File: src/rtl/bdr_params.svh
// constants of the branch decode and resolve block
// assumes the standard 32-bit instruction word layout
`ifndef BDR_PARAMS_SVH
`define BDR_PARAMS_SVH

`define BDR_OP_HI            31
`define BDR_OP_LO            26
`define BDR_SRC1_HI          25
`define BDR_SRC1_LO          21
`define BDR_SRC2_HI          20
`define BDR_SRC2_LO          16
`define BDR_IMM_HI           15
`define BDR_IMM_EXT          14
`define BDR_IMM_LO           0
`define BDR_FUNCT_HI         5
`define BDR_FUNCT_LO         0
`define BDR_SIGN_BIT         31

`define BDR_OP_SPECIAL       6'h00
`define BDR_OP_REGIMM        6'h01
`define BDR_OP_UNEQUAL       6'h05
`define BDR_OP_UNEQUAL_LK    6'h15
`define BDR_OP_NONPOS_LK     6'h16
`define BDR_FUNCT_BREAK      6'h0D

`define BDR_SUB_NEG          5'h00
`define BDR_SUB_NEG_LK       5'h02
`define BDR_SUB_NEG_LINK     5'h10
`define BDR_SUB_NEG_LINK_LK  5'h12
`define BDR_SRC2_ZERO        5'h00

`define BDR_LINK_REG         5'h1F
`define BDR_LINK_REG_RST     5'h00
`define BDR_SLOT_OFFSET      32'h0000_0004
`define BDR_LINK_OFFSET      32'h0000_0008
`define BDR_IMM_SHIFT        2
`define BDR_ZERO_WORD        32'h0000_0000

`endif

File: src/rtl/bdr_pkg.sv
// types of the branch decode and resolve block
// assumes nothing of its surroundings
package bdr_pkg;

    typedef enum logic [3:0] {
        BDR_NONE          = 4'b0000,
        BDR_NONPOS_LK     = 4'b0001,
        BDR_NEG           = 4'b0010,
        BDR_NEG_LINK      = 4'b0011,
        BDR_NEG_LINK_LK   = 4'b0100,
        BDR_NEG_LK        = 4'b0101,
        BDR_UNEQUAL       = 4'b0110,
        BDR_UNEQUAL_LK    = 4'b0111,
        BDR_BREAK         = 4'b1000
    } bdr_kind_t;

endpackage

File: src/rtl/bdr_branch_unit.sv
// branch decode and resolve for one group of conditional branches and
// the breakpoint trap; effects appear one clock after the instruction.
// assumes the pipeline presents one instruction per valid cycle with its
// address and both register operands already read.
//
// Functional notes
// RULE1 - target is delay-slot address plus sign-extended offset times four
// RULE2 - opcode 010110 with second field 00000: taken if negative or zero
// RULE3 - regimm 000001 sub-code 00000: taken only when source sign bit set
// RULE4 - sub-code 10000 links r31 with address plus 8, taken or not
// RULE5 - sub-code 10010 links, branches if negative, kills slot if untaken
// RULE6 - sub-code 00010 tests sign bit and never writes a link
// RULE7 - every likely form not taken nullifies its delay slot
// RULE8 - condition sampled in branch cycle, redirect issued the next cycle
// RULE9 - unequal forms compare full words; likely one nullifies when equal
// RULE10 - source r31 on a linking branch is accepted without any trap
// RULE11 - breakpoint raises exception at once with no other effect; here break_exc_out is registered and rises one clock later
// RULE12 - trap code is not forwarded; exception pc names the trap word
// RULE13 - fields: opcode 31..26, sources 25..21 and 20..16, offset 15..0
`timescale 1ns/1ns
`default_nettype none
`include "bdr_params.svh"

module bdr_branch_unit
    import bdr_pkg::*;
(
    input  wire logic        core_clk_in,
    input  wire logic        rst_n_in,
    input  wire logic        instr_valid_in,
    input  wire logic [31:0] instr_in,
    input  wire logic [31:0] instr_pc_in,
    input  wire logic [31:0] first_source_reg_in,
    input  wire logic [31:0] second_source_reg_in,
    output logic             redirect_out,
    output logic [31:0]      redirect_pc_out,
    output logic             nullify_slot_out,
    output logic             link_we_out,
    output logic [4:0]       link_reg_out,
    output logic [31:0]      link_data_out,
    output logic             break_exc_out,
    output logic [31:0]      debug_return_pc_out
);

    ////////////////////////////////////////////////////////////////////////
    // field extraction
    logic [5:0]  opcode;
    logic [4:0]  sub_field;
    logic [15:0] imm_field;
    logic [5:0]  funct_field;

    // RULE13 field layout
    assign opcode      = instr_in[`BDR_OP_HI:`BDR_OP_LO];
    assign sub_field   = instr_in[`BDR_SRC2_HI:`BDR_SRC2_LO];
    assign imm_field   = instr_in[`BDR_IMM_HI:`BDR_IMM_LO];
    assign funct_field = instr_in[`BDR_FUNCT_HI:`BDR_FUNCT_LO];

    ////////////////////////////////////////////////////////////////////////
    // decode
    bdr_kind_t kind;

    always_comb begin
        kind = BDR_NONE;
        if (instr_valid_in) begin
            unique case (opcode)
                // RULE2 nonpositive likely decode
                `BDR_OP_NONPOS_LK: begin
                    if (sub_field == `BDR_SRC2_ZERO) begin
                        kind = BDR_NONPOS_LK;
                    end
                end
                // RULE3 regimm sub-codes
                `BDR_OP_REGIMM: begin
                    unique case (sub_field)
                        `BDR_SUB_NEG:         kind = BDR_NEG;
                        `BDR_SUB_NEG_LINK:    kind = BDR_NEG_LINK;
                        `BDR_SUB_NEG_LINK_LK: kind = BDR_NEG_LINK_LK;
                        `BDR_SUB_NEG_LK:      kind = BDR_NEG_LK;
                        default:              kind = BDR_NONE;
                    endcase
                end
                `BDR_OP_UNEQUAL:    kind = BDR_UNEQUAL;
                `BDR_OP_UNEQUAL_LK: kind = BDR_UNEQUAL_LK;
                `BDR_OP_SPECIAL: begin
                    if (funct_field == `BDR_FUNCT_BREAK) begin
                        kind = BDR_BREAK;
                    end
                end
                // other opcodes belong to other decoders
                default: kind = BDR_NONE;
            endcase
        end
    end

    ////////////////////////////////////////////////////////////////////////
    // condition, target and link value, all formed in the branch cycle
    logic        src_negative;
    logic        src_zero;
    logic        srcs_differ;
    logic        cond;
    logic        is_likely;
    logic        is_link;
    logic        is_branch;
    logic [31:0] slot_pc;
    logic [31:0] target;
    logic [31:0] link_value;

    assign src_negative = first_source_reg_in[`BDR_SIGN_BIT];
    assign src_zero     = (first_source_reg_in == `BDR_ZERO_WORD);
    // RULE9 full word compare
    assign srcs_differ  = (first_source_reg_in != second_source_reg_in);

    always_comb begin
        cond      = 1'b0;
        is_likely = 1'b0;
        is_link   = 1'b0;
        is_branch = 1'b1;
        unique case (kind)
            // RULE2 negative or zero
            BDR_NONPOS_LK: begin
                cond      = src_negative | src_zero;
                is_likely = 1'b1;
            end
            // RULE3 sign bit only
            BDR_NEG: cond = src_negative;
            // RULE4 link regardless of outcome
            BDR_NEG_LINK: begin
                cond    = src_negative;
                is_link = 1'b1;
            end
            // RULE5 link and likely
            BDR_NEG_LINK_LK: begin
                cond      = src_negative;
                is_link   = 1'b1;
                is_likely = 1'b1;
            end
            // RULE6 likely, no link
            BDR_NEG_LK: begin
                cond      = src_negative;
                is_likely = 1'b1;
            end
            BDR_UNEQUAL: cond = srcs_differ;
            BDR_UNEQUAL_LK: begin
                cond      = srcs_differ;
                is_likely = 1'b1;
            end
            // RULE11 trap is no branch
            BDR_BREAK: is_branch = 1'b0;
            BDR_NONE:  is_branch = 1'b0;
        endcase
    end

    // RULE1 offset shifted by two, sign extended, added to slot address
    assign slot_pc    = instr_pc_in + `BDR_SLOT_OFFSET;
    assign target     = slot_pc + {{`BDR_IMM_EXT{imm_field[`BDR_IMM_HI]}},
                                   imm_field, {`BDR_IMM_SHIFT{1'b0}}};
    assign link_value = instr_pc_in + `BDR_LINK_OFFSET;

    ////////////////////////////////////////////////////////////////////////
    // redirect, one cycle after the branch so the delay slot still issues
    // RULE8 redirect registered
    always_ff @(posedge core_clk_in or negedge rst_n_in) begin
        if (!rst_n_in) begin
            redirect_out    <= 1'b0;
            redirect_pc_out <= `BDR_ZERO_WORD;
        end else begin
            redirect_out    <= is_branch & cond;
            redirect_pc_out <= target;
        end
    end

    // RULE7 nullify untaken likely slot
    always_ff @(posedge core_clk_in or negedge rst_n_in) begin
        if (!rst_n_in) begin
            nullify_slot_out <= 1'b0;
        end else begin
            nullify_slot_out <= is_likely & ~cond;
        end
    end

    // RULE10 source register is not checked against the link register,
    // so a restart hazard is left to software rather than trapped
    always_ff @(posedge core_clk_in or negedge rst_n_in) begin
        if (!rst_n_in) begin
            link_we_out   <= 1'b0;
            link_reg_out  <= `BDR_LINK_REG_RST;
            link_data_out <= `BDR_ZERO_WORD;
        end else begin
            link_we_out   <= is_link;
            link_reg_out  <= `BDR_LINK_REG;
            link_data_out <= link_value;
        end
    end

    // RULE12 only the trap address leaves; the code field has no path out
    always_ff @(posedge core_clk_in or negedge rst_n_in) begin
        if (!rst_n_in) begin
            break_exc_out       <= 1'b0;
            debug_return_pc_out <= `BDR_ZERO_WORD;
        end else begin
            break_exc_out <= (kind == BDR_BREAK);
            if (kind == BDR_BREAK) begin
                debug_return_pc_out <= instr_pc_in;
            end
        end
    end

    ////////////////////////////////////////////////////////////////////////
    // checks
    property p_target;
        @(posedge core_clk_in) disable iff (!rst_n_in)
        redirect_out |-> redirect_pc_out == $past(instr_pc_in) + 32'h4
            + {{14{$past(instr_in[15])}}, $past(instr_in[15:0]), 2'b00};
    endproperty
    a_target: assert property (p_target) // RULE1
        else $error("branch target wrong");

    property p_nonpos;
        @(posedge core_clk_in) disable iff (!rst_n_in)
        (instr_valid_in && instr_in[31:26] == 6'h16
         && instr_in[20:16] == 5'h00)
        |=> redirect_out == ($past(first_source_reg_in[31])
                             || $past(first_source_reg_in) == 32'h0);
    endproperty
    a_nonpos: assert property (p_nonpos) // RULE2
        else $error("nonpositive likely outcome wrong");

    property p_neg;
        @(posedge core_clk_in) disable iff (!rst_n_in)
        (instr_valid_in && instr_in[31:26] == 6'h01
         && instr_in[20:16] == 5'h00)
        |=> redirect_out == $past(first_source_reg_in[31]) && !link_we_out;
    endproperty
    a_neg: assert property (p_neg) // RULE3
        else $error("negative branch outcome wrong");

    property p_link;
        @(posedge core_clk_in) disable iff (!rst_n_in)
        (instr_valid_in && instr_in[31:26] == 6'h01
         && instr_in[20:16] == 5'h10)
        |=> link_we_out && link_reg_out == 5'h1F
            && link_data_out == $past(instr_pc_in) + 32'h8;
    endproperty
    a_link: assert property (p_link) // RULE4
        else $error("link not written");

    property p_link_likely;
        @(posedge core_clk_in) disable iff (!rst_n_in)
        (instr_valid_in && instr_in[31:26] == 6'h01
         && instr_in[20:16] == 5'h12 && !first_source_reg_in[31])
        |=> link_we_out && nullify_slot_out && !redirect_out;
    endproperty
    a_link_likely: assert property (p_link_likely) // RULE5
        else $error("linking likely untaken wrong");

    property p_no_link_likely;
        @(posedge core_clk_in) disable iff (!rst_n_in)
        (instr_valid_in && instr_in[31:26] == 6'h01
         && instr_in[20:16] == 5'h02)
        |=> !link_we_out && redirect_out == $past(first_source_reg_in[31]);
    endproperty
    a_no_link_likely: assert property (p_no_link_likely) // RULE6
        else $error("negative likely wrote link");

    property p_nullify_excl;
        @(posedge core_clk_in) disable iff (!rst_n_in)
        nullify_slot_out |-> !redirect_out && !break_exc_out;
    endproperty
    a_nullify_excl: assert property (p_nullify_excl) // RULE7
        else $error("nullify with taken branch");

    property p_unequal;
        @(posedge core_clk_in) disable iff (!rst_n_in)
        (instr_valid_in && instr_in[31:26] == 6'h15)
        |=> redirect_out == $past(first_source_reg_in != second_source_reg_in)
            && nullify_slot_out == !redirect_out;
    endproperty
    a_unequal: assert property (p_unequal) // RULE9
        else $error("unequal likely outcome wrong");

    property p_idle;
        @(posedge core_clk_in) disable iff (!rst_n_in)
        !instr_valid_in |=> !redirect_out && !link_we_out && !break_exc_out;
    endproperty
    a_idle: assert property (p_idle) // RULE8
        else $error("effect without instruction");

    property p_break;
        @(posedge core_clk_in) disable iff (!rst_n_in)
        break_exc_out |-> !redirect_out && !link_we_out && !nullify_slot_out
            && debug_return_pc_out == $past(instr_pc_in);
    endproperty
    a_break: assert property (p_break) // RULE11
        else $error("breakpoint had side effects");

    property p_link_r31;
        @(posedge core_clk_in) disable iff (!rst_n_in)
        (instr_valid_in && instr_in[31:21] == 11'h03F
         && instr_in[20:16] == 5'h10)
        |=> link_we_out && !break_exc_out;
    endproperty
    a_link_r31: assert property (p_link_r31) // RULE10
        else $error("link from r31 source refused");

    property p_dpc_hold;
        @(posedge core_clk_in) disable iff (!rst_n_in)
        !break_exc_out |-> $stable(debug_return_pc_out);
    endproperty
    a_dpc_hold: assert property (p_dpc_hold) // RULE12
        else $error("trap address changed without trap");

endmodule

`default_nettype wire

File: config.mk
export PLATFORM = sky130hd
export DESIGN_NAME = bdr_branch_unit
export DESIGN_NICKNAME = d
export VERILOG_FILES = /design/src/rtl/bdr_pkg.sv /design/src/rtl/bdr_branch_unit.sv
export VERILOG_INCLUDE_DIRS = /design/src /design/src/rtl
export SDC_FILE = /design/constraint.sdc
export NUM_CORES = 1
export LEC_CHECK = 0
export BUFFER_PORTS_ARGS = -buffer_cell sky130_fd_sc_hd__buf_2
export CELL_PAD_IN_SITES_DETAIL_PLACEMENT = 1
export CELL_PAD_IN_SITES_GLOBAL_PLACEMENT = 2
export CORE_ASPECT_RATIO = 1.4
export CORE_MARGIN = 2
export CORE_UTILIZATION = 26
export CTS_CLUSTER_SIZE = 16
export DETAILED_ROUTE_END_ITERATION = 12
export PLACE_DENSITY = 0.79
export SYNTH_ARGS = -nofsm -noshare
export SYNTH_HDL_FRONTEND = slang
export SYNTH_SLANG_ARGS = --single-unit
File: constraint.sdc
create_clock -name core_clk_in -period 0.8 [get_ports core_clk_in]
set_clock_uncertainty 0.15 [all_clocks]
set_input_delay 0.16 -clock core_clk_in [delete_from_list [all_inputs] [get_ports core_clk_in]]
set_output_delay 0.16 -clock core_clk_in [all_outputs]
set_load 0.01 [all_outputs]
==> metrics.log, run 1 <==
INFO  metric layout.cells.most_common_list = buf_2 (170), buf_4 (158), nand2_1 (118), dfrtp_1 (98), buf_6 (74)
INFO  metric first_pass_grt_wire_length = 36.2 mm
INFO  metric top_ff_cell_synth = dfrtp_1
INFO  metric hold_ws = -0.499 ns
INFO  metric top_level_ports = 236
INFO  metric synth_async_sr_flop_share = 100%
INFO  metric grt_start_max_net_pins = 35
INFO  metric reg2reg_slack = -0.10 ns
INFO  metric hold_path_class = in -> async
INFO  metric number_of_remaining_drc_errors = 0
INFO  metric rsz0062_at_grt = true
INFO  metric layout.cells.non_filler = 1,322
INFO  metric multi_input_area = 0.00446 mm^2
INFO  metric drt_iter0_markers = 183
INFO  metric leading_cell_type_in_the_layout_fill_and_taps_excluded = buf_2
INFO  metric tritoncts_clock_tree = built
INFO  metric global_route.overflow_total = 0
INFO  metric chipWidth = 131 um
INFO  metric path_delay_family = compound AO/OA/AOI/OAI gates
INFO  metric cts_hold_buffers = 2
INFO  metric via_count_of_the_first_global_routing_pass = 6,869
INFO  metric critical_path.startpoint_type = input pin
INFO  metric critPathRequiredTime = 0.92 ns
INFO  metric final.min_clock_period = 2.37 ns
INFO  metric syn-instance-count = 606
INFO  metric final_max_slew_viol_count = 0
INFO  metric die_height = 182 um
INFO  metric area_delta_synth_final = 81.9%
INFO  metric layout.filler_cells = 2,553
INFO  metric placement.io_buffers = 230
INFO  metric critical-path-slowest-cell = fa_2
INFO  metric route.final.wire_length = 23.5 mm
INFO  metric crit_end = redirect_pc_out[25]$_DFF_PN0_
INFO  metric maxClockFrequency = 0.422 GHz
INFO  metric drt_antenna_net_count = 0
INFO  metric critical_path.max_stage_delay = 0.36 ns
INFO  metric seq_area = 0.00248 mm^2
INFO  metric place_congestion = 0.866
INFO  metric post-place-cells = 1,269
INFO  metric synth.net_count = 796
INFO  metric post_drt_via_cell_ratio = 4.63
INFO  metric mappedNetlistArea = 0.00591 mm^2
INFO  metric clk_path_buf_depth = 2
INFO  metric detailedRoute.firstPassIterationCount = 4
INFO  metric worstPathMaxFanout = 4
INFO  metric clock-root-buffer = clkbuf_16
INFO  metric synth_enable_flop_cells = 0
INFO  metric power_density = 1520 mW/mm^2
INFO  metric post-layout-total-power = 16,300 uW
INFO  metric path_common_cell = ha_4
INFO  metric leakagePower = 0.00509 uW
INFO  metric crit_type = in -> reg
INFO  metric hpwlAfterDp = 18.4 mm
INFO  metric r2r_cells = 3
INFO  metric gr-usage-all-layers = 19.3%
INFO  metric hold_viol = 117
INFO  metric avgSynthCellArea = 9.75 um^2
INFO  metric worst_ir_drop_vdd = 1060 uV
INFO  metric critical_path.startpoint = instr_in[1]
INFO  metric critical_path_arrival = 2.48 ns
INFO  metric worst_r2r_startpoint = debug_return_pc_out[19]$_DFFE_PN0P_
INFO  metric fin_crit_sh = 296%
INFO  metric clkLatencyLatePin = 0.36 ns
INFO  metric cts_num_sinks = 99
INFO  metric violated_checks = negative hold slack, negative setup slack
INFO  metric routedWlPerCell = 17.8 um
INFO  metric core.rowCount = 65
INFO  metric ys.warnings.count = 0
INFO  metric cp-end-kind = flop
INFO  metric synth.lib_cells_used.distinct = 61
INFO  metric finalNetCount = 1,205
INFO  metric seq_area_frac_synth = 41.9%
INFO  metric number_of_buffers_inserted_during_clock_tree_synthesis = 9
INFO  metric regToRegEndpoint = debug_return_pc_out[19]$_DFFE_PN0P_
INFO  metric cts-htree-levels = 3
INFO  metric final_worst_path_setup_slack = -1.57 ns
INFO  metric outcome = finished, violations left
INFO  metric grt_antenna_before_repair = 2
INFO  metric clock_pin_slew_worst_setup_and_hold_paths = 0.07 ns
INFO  metric detailroute.via_count = 6,115
INFO  metric share_of_layout_cells_above_drive_strength_1 = 57.7%
INFO  metric timing.critical_path.buf_inv = 1
INFO  metric cp_num_cells = 11
INFO  metric final_report_setup_violation_count = 193
INFO  metric crit_chain = buf_6 -> ha_4 -> ha_4 -> fa_2 -> a211oi_2 -> o211a_1 -> a2111oi_4 -> o21bai_4 -> a21o_4 -> a221oi_4 -> xnor2_1
INFO  metric floorplan.initialDensity = 26.3%
INFO  metric synth.ff_latch_count = 99
INFO  metric core_area = 0.0224 mm^2
INFO  metric design.die.area = 0.0240 mm^2
INFO  metric max_cap_viol_count = 0
## what timing repair did
| action | CTS | global route |
|---|---|---|
| endpoints found under the setup margin | 194 | 193 |
| hold endpoints to repair | 131 | 115 |
| pin swaps | 62 | 45 |
| buffers inserted | 22 | 14 |
| resized for setup | 136 | 74 |
## cell usage after synthesis (3+ instances only)
cell / instances / area (um^2)
a211oi_1: 5 / 37.5
a21o_1: 10 / 75.1
a21oi_1: 26 / 130
a311oi_1: 3 / 26.3
a31oi_1: 4 / 25.0
and2_1: 4 / 25.0
and3_1: 10 / 62.6
and4_1: 3 / 26.3
buf_4: 7 / 52.6
clkbuf_1: 9 / 33.8
dfrtp_1: 99 / 2480
ha_1: 58 / 726
inv_1: 10 / 37.5
nand2_1: 128 / 480
nand2b_1: 3 / 18.8
nand3_1: 16 / 80.1
nand4_1: 17 / 106
nor2_1: 24 / 90.1
nor2b_1: 6 / 37.5
nor3_1: 6 / 30.0
nor3b_1: 3 / 22.5
nor4_1: 12 / 75.1
o21a_1: 5 / 37.5
o21ai_0: 11 / 55.1
o21bai_1: 3 / 22.5
xnor2_1: 68 / 596
xor2_1: 14 / 123
## registers in the layout (all words and copies together) (netlist names)
register and cells:
redirect_pc_out 30, debug_return_pc_out 32, break_exc_out 1, link_data_out 32, link_reg_out 1, redirect_out 1, link_we_out 1, nullify_slot_out 1
## final cells by class
class / count / area share [%]
Clock buffer: 9 / 2.10
Sequential cell: 99 / 23.1
Tap cell: 301 / 3.51
Clock inverter: 7 / 0.536
Multi-Input combinational cell: 480 / 41.6
Timing Repair Buffer: 415 / 28.8
Antenna cell: 1 / 0.0233
Inverter: 10 / 0.373
## through the flow
| stage | utilization (%) | setup TNS (ns) | cell area, um^2 | setup slack (ns) |
|---|---|---|---|---|
| final | 47.8 | -95.38 | 10700 | -1.57 |
| after global placement | 40.5 | -93.90 | 9080 | -1.89 |
| after CTS | 45.6 | -96.26 | 10200 | -1.45 |
| after floorplan | - | -64.09 | 6540 | -1.57 |
| after global routing | 47.8 | -106.61 | 10700 | -1.63 |
| after detailed placement | 40.5 | -96.36 | 9080 | -1.96 |
## worst min path at each step
stage | startpoint | end | slack (ns) | depth (start not counted)
after floorplan | rst_n_in | break_exc_out$_DFF_PN0_ | -0.29 | 0
after global placement | rst_n_in | link_data_out[19]$_DFF_PN0_ | -0.13 | 1
after detailed placement | rst_n_in | link_data_out[19]$_DFF_PN0_ | -0.12 | 1
after CTS | rst_n_in | link_data_out[20]$_DFF_PN0_ | -0.52 | 1
after global routing | rst_n_in | link_data_out[18]$_DFF_PN0_ | -0.51 | 1
final | rst_n_in | link_data_out[20]$_DFF_PN0_ | -0.50 | 1
## per-layer routing
metal	vias to the layer above	part of all wire [%]	global-route usage, %
li1	2942	-	-
met5	-	0.068	0
met2	158	55	36.9
met1	2990	38	21.0
met4	2	1.7	5.83
met3	23	5.4	4.69
## cell families after synthesis
logic type / Yosys count / synth area share (%)
other: 1 / 0.0635
buffers and inverters: 27 / 2.18
adder cells (fa/ha/maj): 59 / 12.6
AO/OA/AOI/OAI: 94 / 11.2
flip-flops: 99 / 41.9
XOR/XNOR: 82 / 12.2
multiplexers: 2 / 0.360
AND/OR/NAND/NOR: 242 / 19.4
## where the power goes
part           internal, uW  switching, uW
Sequential             5500            180
Combinational          3330           2960
Clock                  2170           2190
Total                 11000           5330
Note: power is estimated with default switching activity, not from simulation.
==> run 2: changes to the inputs <==
--- a/config.mk
+++ b/config.mk
@@ -7,14 +7,15 @@
 export NUM_CORES = 1
 export LEC_CHECK = 0
 export BUFFER_PORTS_ARGS = -buffer_cell sky130_fd_sc_hd__buf_2
+export CAP_MARGIN = 30
 export CELL_PAD_IN_SITES_DETAIL_PLACEMENT = 1
 export CELL_PAD_IN_SITES_GLOBAL_PLACEMENT = 2
 export CORE_ASPECT_RATIO = 1.4
 export CORE_MARGIN = 2
-export CORE_UTILIZATION = 26
+export CORE_UTILIZATION = 29
 export CTS_CLUSTER_SIZE = 16
 export DETAILED_ROUTE_END_ITERATION = 12
-export PLACE_DENSITY = 0.79
+export PLACE_DENSITY = 0.84
 export SYNTH_ARGS = -nofsm -noshare
 export SYNTH_HDL_FRONTEND = slang
 export SYNTH_SLANG_ARGS = --single-unit
==> constraint.sdc (replaced) <==
create_clock -name core_clk_in -period 2.45 [get_ports core_clk_in]
set_clock_uncertainty 0.15 [all_clocks]
set_input_delay 0.49 -clock core_clk_in [delete_from_list [all_inputs] [get_ports core_clk_in]]
set_output_delay 0.49 -clock core_clk_in [all_outputs]
set_load 0.01 [all_outputs]
==> metrics.log, run 2 (synthesis results as in run 1) <==
INFO  metric die_height = 173 um
INFO  metric number_of_remaining_drc_errors = 0
INFO  metric outcome = finished, violations left
INFO  metric design.die.area = 0.0215 mm^2
INFO  metric crit_type = in -> reg
INFO  metric violated_checks = negative setup slack
INFO  metric clock_pin_slew_worst_setup_and_hold_paths = 0.07 ns
INFO  metric fin_crit_sh = 109%
INFO  metric largest_registers = debug_return_pc_out: 32 flops, link_data_out: 32 flops, redirect_pc_out: 30 flops
INFO  metric maxClockFrequency = 0.374 GHz
INFO  metric post_drt_via_cell_ratio = 4.84
INFO  metric finalNetCount = 1,143
INFO  metric worst_ir_drop_vdd = 315 uV
INFO  metric critical_path_arrival = 2.78 ns
INFO  metric detailroute.via_count = 5,859
INFO  metric hold_ws = 0.0974 ns
INFO  metric cp-end-kind = flop
INFO  metric fin_tns_setup = -1.05 ns
INFO  metric number_of_buffers_inserted_during_clock_tree_synthesis = 9
INFO  metric antennaDiodeCount = 0
INFO  metric hold_path_class = in -> reg
INFO  metric hpwlAfterDp = 17.9 mm
INFO  metric rsz0062_at_grt = true
INFO  metric floorplan.initialDensity = 29.6%
INFO  metric power_density = 549 mW/mm^2
INFO  metric grt_antenna_before_repair = 0
INFO  metric drt_iter0_markers = 174
INFO  metric max_cap_viol_count = 0
INFO  metric routedWlPerCell = 18.4 um
INFO  metric clock-root-buffer = clkbuf_16
INFO  metric clk_path_buf_depth = 2
INFO  metric core.rowCount = 61
INFO  metric final.min_clock_period = 2.67 ns
INFO  metric leading_cell_type_in_the_layout_fill_and_taps_excluded = buf_2
INFO  metric placement.io_buffers = 230
INFO  metric first_pass_grt_wire_length = 34.4 mm
INFO  metric place_congestion = 0.809
INFO  metric critPathRequiredTime = 2.56 ns
INFO  metric clkLatencyLatePin = 0.34 ns
INFO  metric layout.cells.most_common_list = buf_2 (224), nand2_1 (127), buf_4 (113), dfrtp_1 (99), xnor2_1 (68)
INFO  metric cts_num_sinks = 99
INFO  metric detailedRoute.firstPassIterationCount = 4
INFO  metric leakagePower = 0.00453 uW
INFO  metric grt_start_max_net_pins = 67
INFO  metric route.final.wire_length = 22.3 mm
INFO  metric hold_viol = 0
INFO  metric preCtsSetupSlack = -0.702 ns
INFO  metric drt_antenna_net_count = 0
INFO  metric final_core_util = 46.2%
INFO  metric share_of_layout_cells_above_drive_strength_1 = 46.5%
INFO  metric critical_path.startpoint_type = input pin
INFO  metric gr-usage-all-layers = 20.3%
INFO  metric cts-htree-levels = 3
INFO  metric global_route.overflow_total = 0
INFO  metric core_area = 0.0199 mm^2
INFO  metric via_count_of_the_first_global_routing_pass = 6,338
INFO  metric worstPathMaxFanout = 3
INFO  metric chipWidth = 125 um
INFO  metric final_max_slew_viol_count = 0
INFO  metric tritoncts_clock_tree = built
INFO  metric final_worst_path_setup_slack = -0.221 ns
INFO  metric area_delta_synth_final = 55.9%
INFO  metric final_report_setup_violation_count = 8
INFO  metric top_level_ports = 236
## run 2: cell count changes in the layout (fill, tap and decap cells not counted), sizes merged
cell	before	now
buf	413	352
bufinv	0	1
clkbuf	9	10
clkinv	3	2
clkinvlp	0	1
diode	1	0
dlygate4sd3	2	1
inv	14	12
## run 2: worst max-delay path, cell delays in order
cell and delay (ns):
buf_6 0.10, ha_4 0.24, ha_4 0.17, fa_2 0.39
a211oi_4 0.26, o211a_1 0.24, a2111oi_4 0.07, o21bai_4 0.21
a21o_4 0.23, a221oi_4 0.23, xnor2_1 0.16
## run 2: layout make-up
class | instances | area, um^2
clock inverter | 6 | 72.6
tap | 252 | 315
inverter | 10 | 37.5
fill | 2358 | 10700
clock buffer | 10 | 229
multi-input combinational | 480 | 3910
sequential | 99 | 2480
timing repair buffer | 353 | 2170
## run 2: per-stage QoR
stage | std cells | power (uW) | instance area, um^2
2_1_floorplan | 606 | 2670 | 6220
3_3_place_gp | 1184 | 3420 | 8460
3_5_place_dp | 1184 | 3460 | 8460
4_1_cts | 1207 | 5050 | 9050
5_1_grt | 1210 | 5340 | 9210
6_report | 1210 | 5050 | 9210
## run 2: worst paths after layout
path                                                           from  cells past startpoint                                   to  slack, ns
worst max-delay path                                 instr_pc_in[3]                     11        redirect_pc_out[25]$_DFF_PN0_      -0.22
worst min-delay path                                 instr_pc_in[2]                      1           link_data_out[2]$_DFF_PN0_        0.1
worst max register to register   debug_return_pc_out[3]$_DFFE_PN0P_                      2   debug_return_pc_out[3]$_DFFE_PN0P_       1.67
max in group asynchronous                                  rst_n_in                      3        redirect_pc_out[25]$_DFF_PN0_       1.20
worst min register to register  debug_return_pc_out[13]$_DFFE_PN0P_                      2  debug_return_pc_out[13]$_DFFE_PN0P_       0.32
min in group asynchronous                                  rst_n_in                      3         redirect_pc_out[9]$_DFF_PN0_       0.52
## run 2: layer usage
metal / vias up / global-route usage [%] / share of wire (%)
li1: 2823 / - / -
met2: 166 / 40.3 / 56
met1: 2843 / 21.8 / 38
met5: - / 0 / 0
met3: 27 / 2.72 / 3.5
met4: 0 / 6.32 / 2.3
## run 2: power by group
part / internal [uW] / leakage, uW / switching [uW]
Sequential: 1800 / 0.00124 / 51.4
Clock: 804 / 0.000144 / 663
Combinational: 857 / 0.00315 / 880
## run 2: timing repair
item                                    CTS  global route
pin swaps                                22            24
hold endpoints to repair                  2             0
gates resized for setup                  37            21
hold buffers                              1             0
endpoints found under the setup margin   15            16
setup buffers                             8             3
==> run 3: changes to the inputs <==
--- a/config.mk
+++ b/config.mk
@@ -16,6 +16,7 @@
 export CTS_CLUSTER_SIZE = 16
 export DETAILED_ROUTE_END_ITERATION = 12
 export PLACE_DENSITY = 0.84
+export SKIP_LAST_GASP = 1
 export SYNTH_ARGS = -nofsm -noshare
 export SYNTH_HDL_FRONTEND = slang
 export SYNTH_SLANG_ARGS = --single-unit
==> metrics.log, run 3 (synthesis results as in run 1) <==
INFO  metric chipWidth = 125 um
INFO  metric critical-path-slowest-cell = fa_2
INFO  metric preCtsSetupSlack = -0.702 ns
INFO  metric gr-usage-all-layers = 20.3%
INFO  metric routedWlPerCell = 18.4 um
INFO  metric core_area = 0.0199 mm^2
INFO  metric crit_type = in -> reg
INFO  metric area_delta_synth_final = 55.8%
INFO  metric share_of_layout_cells_above_drive_strength_1 = 46.3%
INFO  metric design.die.area = 0.0215 mm^2
INFO  metric tritoncts_clock_tree = built
INFO  metric largest_registers = debug_return_pc_out: 32 flops, link_data_out: 32 flops, redirect_pc_out: 30 flops
INFO  metric top_level_ports = 236
INFO  metric pwr-share-seq = 36.6%
INFO  metric hold_path_class = in -> reg
INFO  metric leading_cell_type_in_the_layout_fill_and_taps_excluded = buf_2
INFO  metric violated_checks = negative setup slack
INFO  metric final_max_slew_viol_count = 0
INFO  metric layout.cells.most_common_list = buf_2 (224), nand2_1 (127), buf_4 (113), dfrtp_1 (99), xnor2_1 (68)
INFO  metric leakagePower = 0.00453 uW
INFO  metric power_report.internal_total = 3460 uW
INFO  metric final_cell_area = 0.00920 mm^2
INFO  metric fin_crit_sh = 109%
INFO  metric final.min_clock_period = 2.67 ns
INFO  metric sw_frac_of_total = 31.6%
INFO  metric critical_path.max_stage_delay = 0.39 ns
INFO  metric final_report_setup_violation_count = 8
INFO  metric via_count_of_the_first_global_routing_pass = 6,338
INFO  metric detailroute.via_count = 5,861
INFO  metric power_frac_comb = 34.3%
INFO  metric global_route.overflow_total = 0
INFO  metric grt_start_max_net_pins = 67
INFO  metric floorplan.initialDensity = 29.6%
INFO  metric maxClockFrequency = 0.374 GHz
INFO  metric share_clk_of_total_power = 29.1%
INFO  metric reg2reg_slack = 1.67 ns
INFO  metric path_common_cell = ha_4
INFO  metric detailedRoute.firstPassIterationCount = 4
INFO  metric clock-root-buffer = clkbuf_16
INFO  metric max_cap_viol_count = 0
INFO  metric post_drt_via_cell_ratio = 4.84
INFO  metric place_congestion = 0.809
INFO  metric drt_antenna_net_count = 0
INFO  metric grt_antenna_before_repair = 0
INFO  metric number_of_buffers_inserted_during_clock_tree_synthesis = 9
INFO  metric antennaDiodeCount = 0
INFO  metric critical_path_arrival = 2.78 ns
INFO  metric clock_pin_slew_worst_setup_and_hold_paths = 0.07 ns
INFO  metric rsz0062_at_grt = true
INFO  metric power_density = 549 mW/mm^2
INFO  metric cts-htree-levels = 3
INFO  metric worst_ir_drop_vdd = 315 uV
INFO  metric die_height = 173 um
INFO  metric final_worst_path_setup_slack = -0.221 ns
INFO  metric worstPathMaxFanout = 3
INFO  metric critPathRequiredTime = 2.56 ns
INFO  metric finalNetCount = 1,143
INFO  metric cts_num_sinks = 99
INFO  metric number_of_remaining_drc_errors = 0
INFO  metric core.rowCount = 61
INFO  metric crit_chain = buf_6 -> ha_4 -> ha_4 -> fa_2 -> a211oi_4 -> o211a_1 -> a2111oi_4 -> o21bai_4 -> a21o_4 -> a221oi_4 -> xnor2_1
INFO  metric first_pass_grt_wire_length = 34.4 mm
INFO  metric power_switching = 1600 uW
INFO  metric clk_path_buf_depth = 2
INFO  metric route.final.wire_length = 22.3 mm
INFO  metric critical_path.startpoint_type = input pin
INFO  metric placement.io_buffers = 230
INFO  metric detailed_place.area = 0.00846 mm^2
INFO  metric clkLatencyLatePin = 0.34 ns
INFO  metric hold_viol = 0
INFO  metric drt_iter0_markers = 182
INFO  metric cp-end-kind = flop
INFO  metric hpwlAfterDp = 17.9 mm
INFO  metric outcome = finished, violations left
==> run 3: cell count changes in the layout (fill, tap and decap cells not counted) <==
| cell | before | now |
|---|---|---|
| a31oi_1 | 2 | 3 |
| a31oi_2 | 1 | 0 |
==> run 3: path summary, 6_finish.rpt <==
path                                                            end                                 from  cells past startpoint
worst max-delay path                  redirect_pc_out[25]$_DFF_PN0_                       instr_pc_in[3]                     11
worst min-delay path                     link_data_out[2]$_DFF_PN0_                       instr_pc_in[2]                      1
worst max register to register   debug_return_pc_out[3]$_DFFE_PN0P_   debug_return_pc_out[3]$_DFFE_PN0P_                      2
worst min register to register  debug_return_pc_out[13]$_DFFE_PN0P_  debug_return_pc_out[13]$_DFFE_PN0P_                      2
max in group asynchronous             redirect_pc_out[25]$_DFF_PN0_                             rst_n_in                      3
min in group asynchronous              redirect_pc_out[9]$_DFF_PN0_                             rst_n_in                      3
==> run 3: per-layer routing <==
layer | share of wire (%) | global-route usage [%] | wire length (um) | vias to the layer above
li1 | - | - | - | 2822
met1 | 38 | 21.8 | 8420 | 2848
met4 | 2.3 | 6.32 | 512 | 0
met5 | 0 | 0 | 0 | -
met2 | 56 | 40.3 | 12600 | 164
met3 | 3.5 | 2.72 | 780 | 27
==> run 3: power groups by stage <==
| stage | Clock, uW | Sequential (uW) | Combinational (uW) |
|---|---|---|---|
| finish | 1470 | 1850 | 1740 |
| global route | 1580 | 1860 | 1890 |
| CTS | 1520 | 1850 | 1680 |
| detailed placement | 0 | 1880 | 1580 |
| global placement | 0 | 1880 | 1540 |
| floorplan | 0 | 1970 | 708 |
==> run 3: final cells by class <==
cell class              instances  area, um^2
multi-input cells             480        3900
clock buffers                  10         229
repair buffers                353        2170
fillers                      2358       10700
well taps                     252         315
clock inverters                 6        72.6
inverters                      10        37.5
flip-flops and latches         99        2480
==> run 3: timing repair <==
item / CTS / global route
hold buffers: 1 / 0
endpoints found under the hold margin: 2 / 0
resized for setup: 37 / 20
setup buffers: 8 / 3
pin swaps: 21 / 25
setup endpoints to repair: 15 / 16
gates cloned: 0 / 0
==> run 3: worst max-delay path, delay by kind of cell <==
family	cells	cell delay (ns)
buf+inv	1	0.10
fa+ha+maj	3	0.80
xor+xnor	1	0.16
compound gates	6	1.24
==> run 3: stage by stage <==
step	setup TNS (ns)	total power, uW	std cells	util (%)	hold WS, ns
finish	-1.07	5050	1210	46.2	0.0974
global route	-1.68	5330	1210	46.2	0.0848
CTS	-1.20	5050	1207	45.4	0.0830
detailed placement	-9.45	3460	1184	42.5	0.311
global placement	-8.93	3420	1184	42.5	0.304
floorplan	-1.03	2670	606	-	0.0444
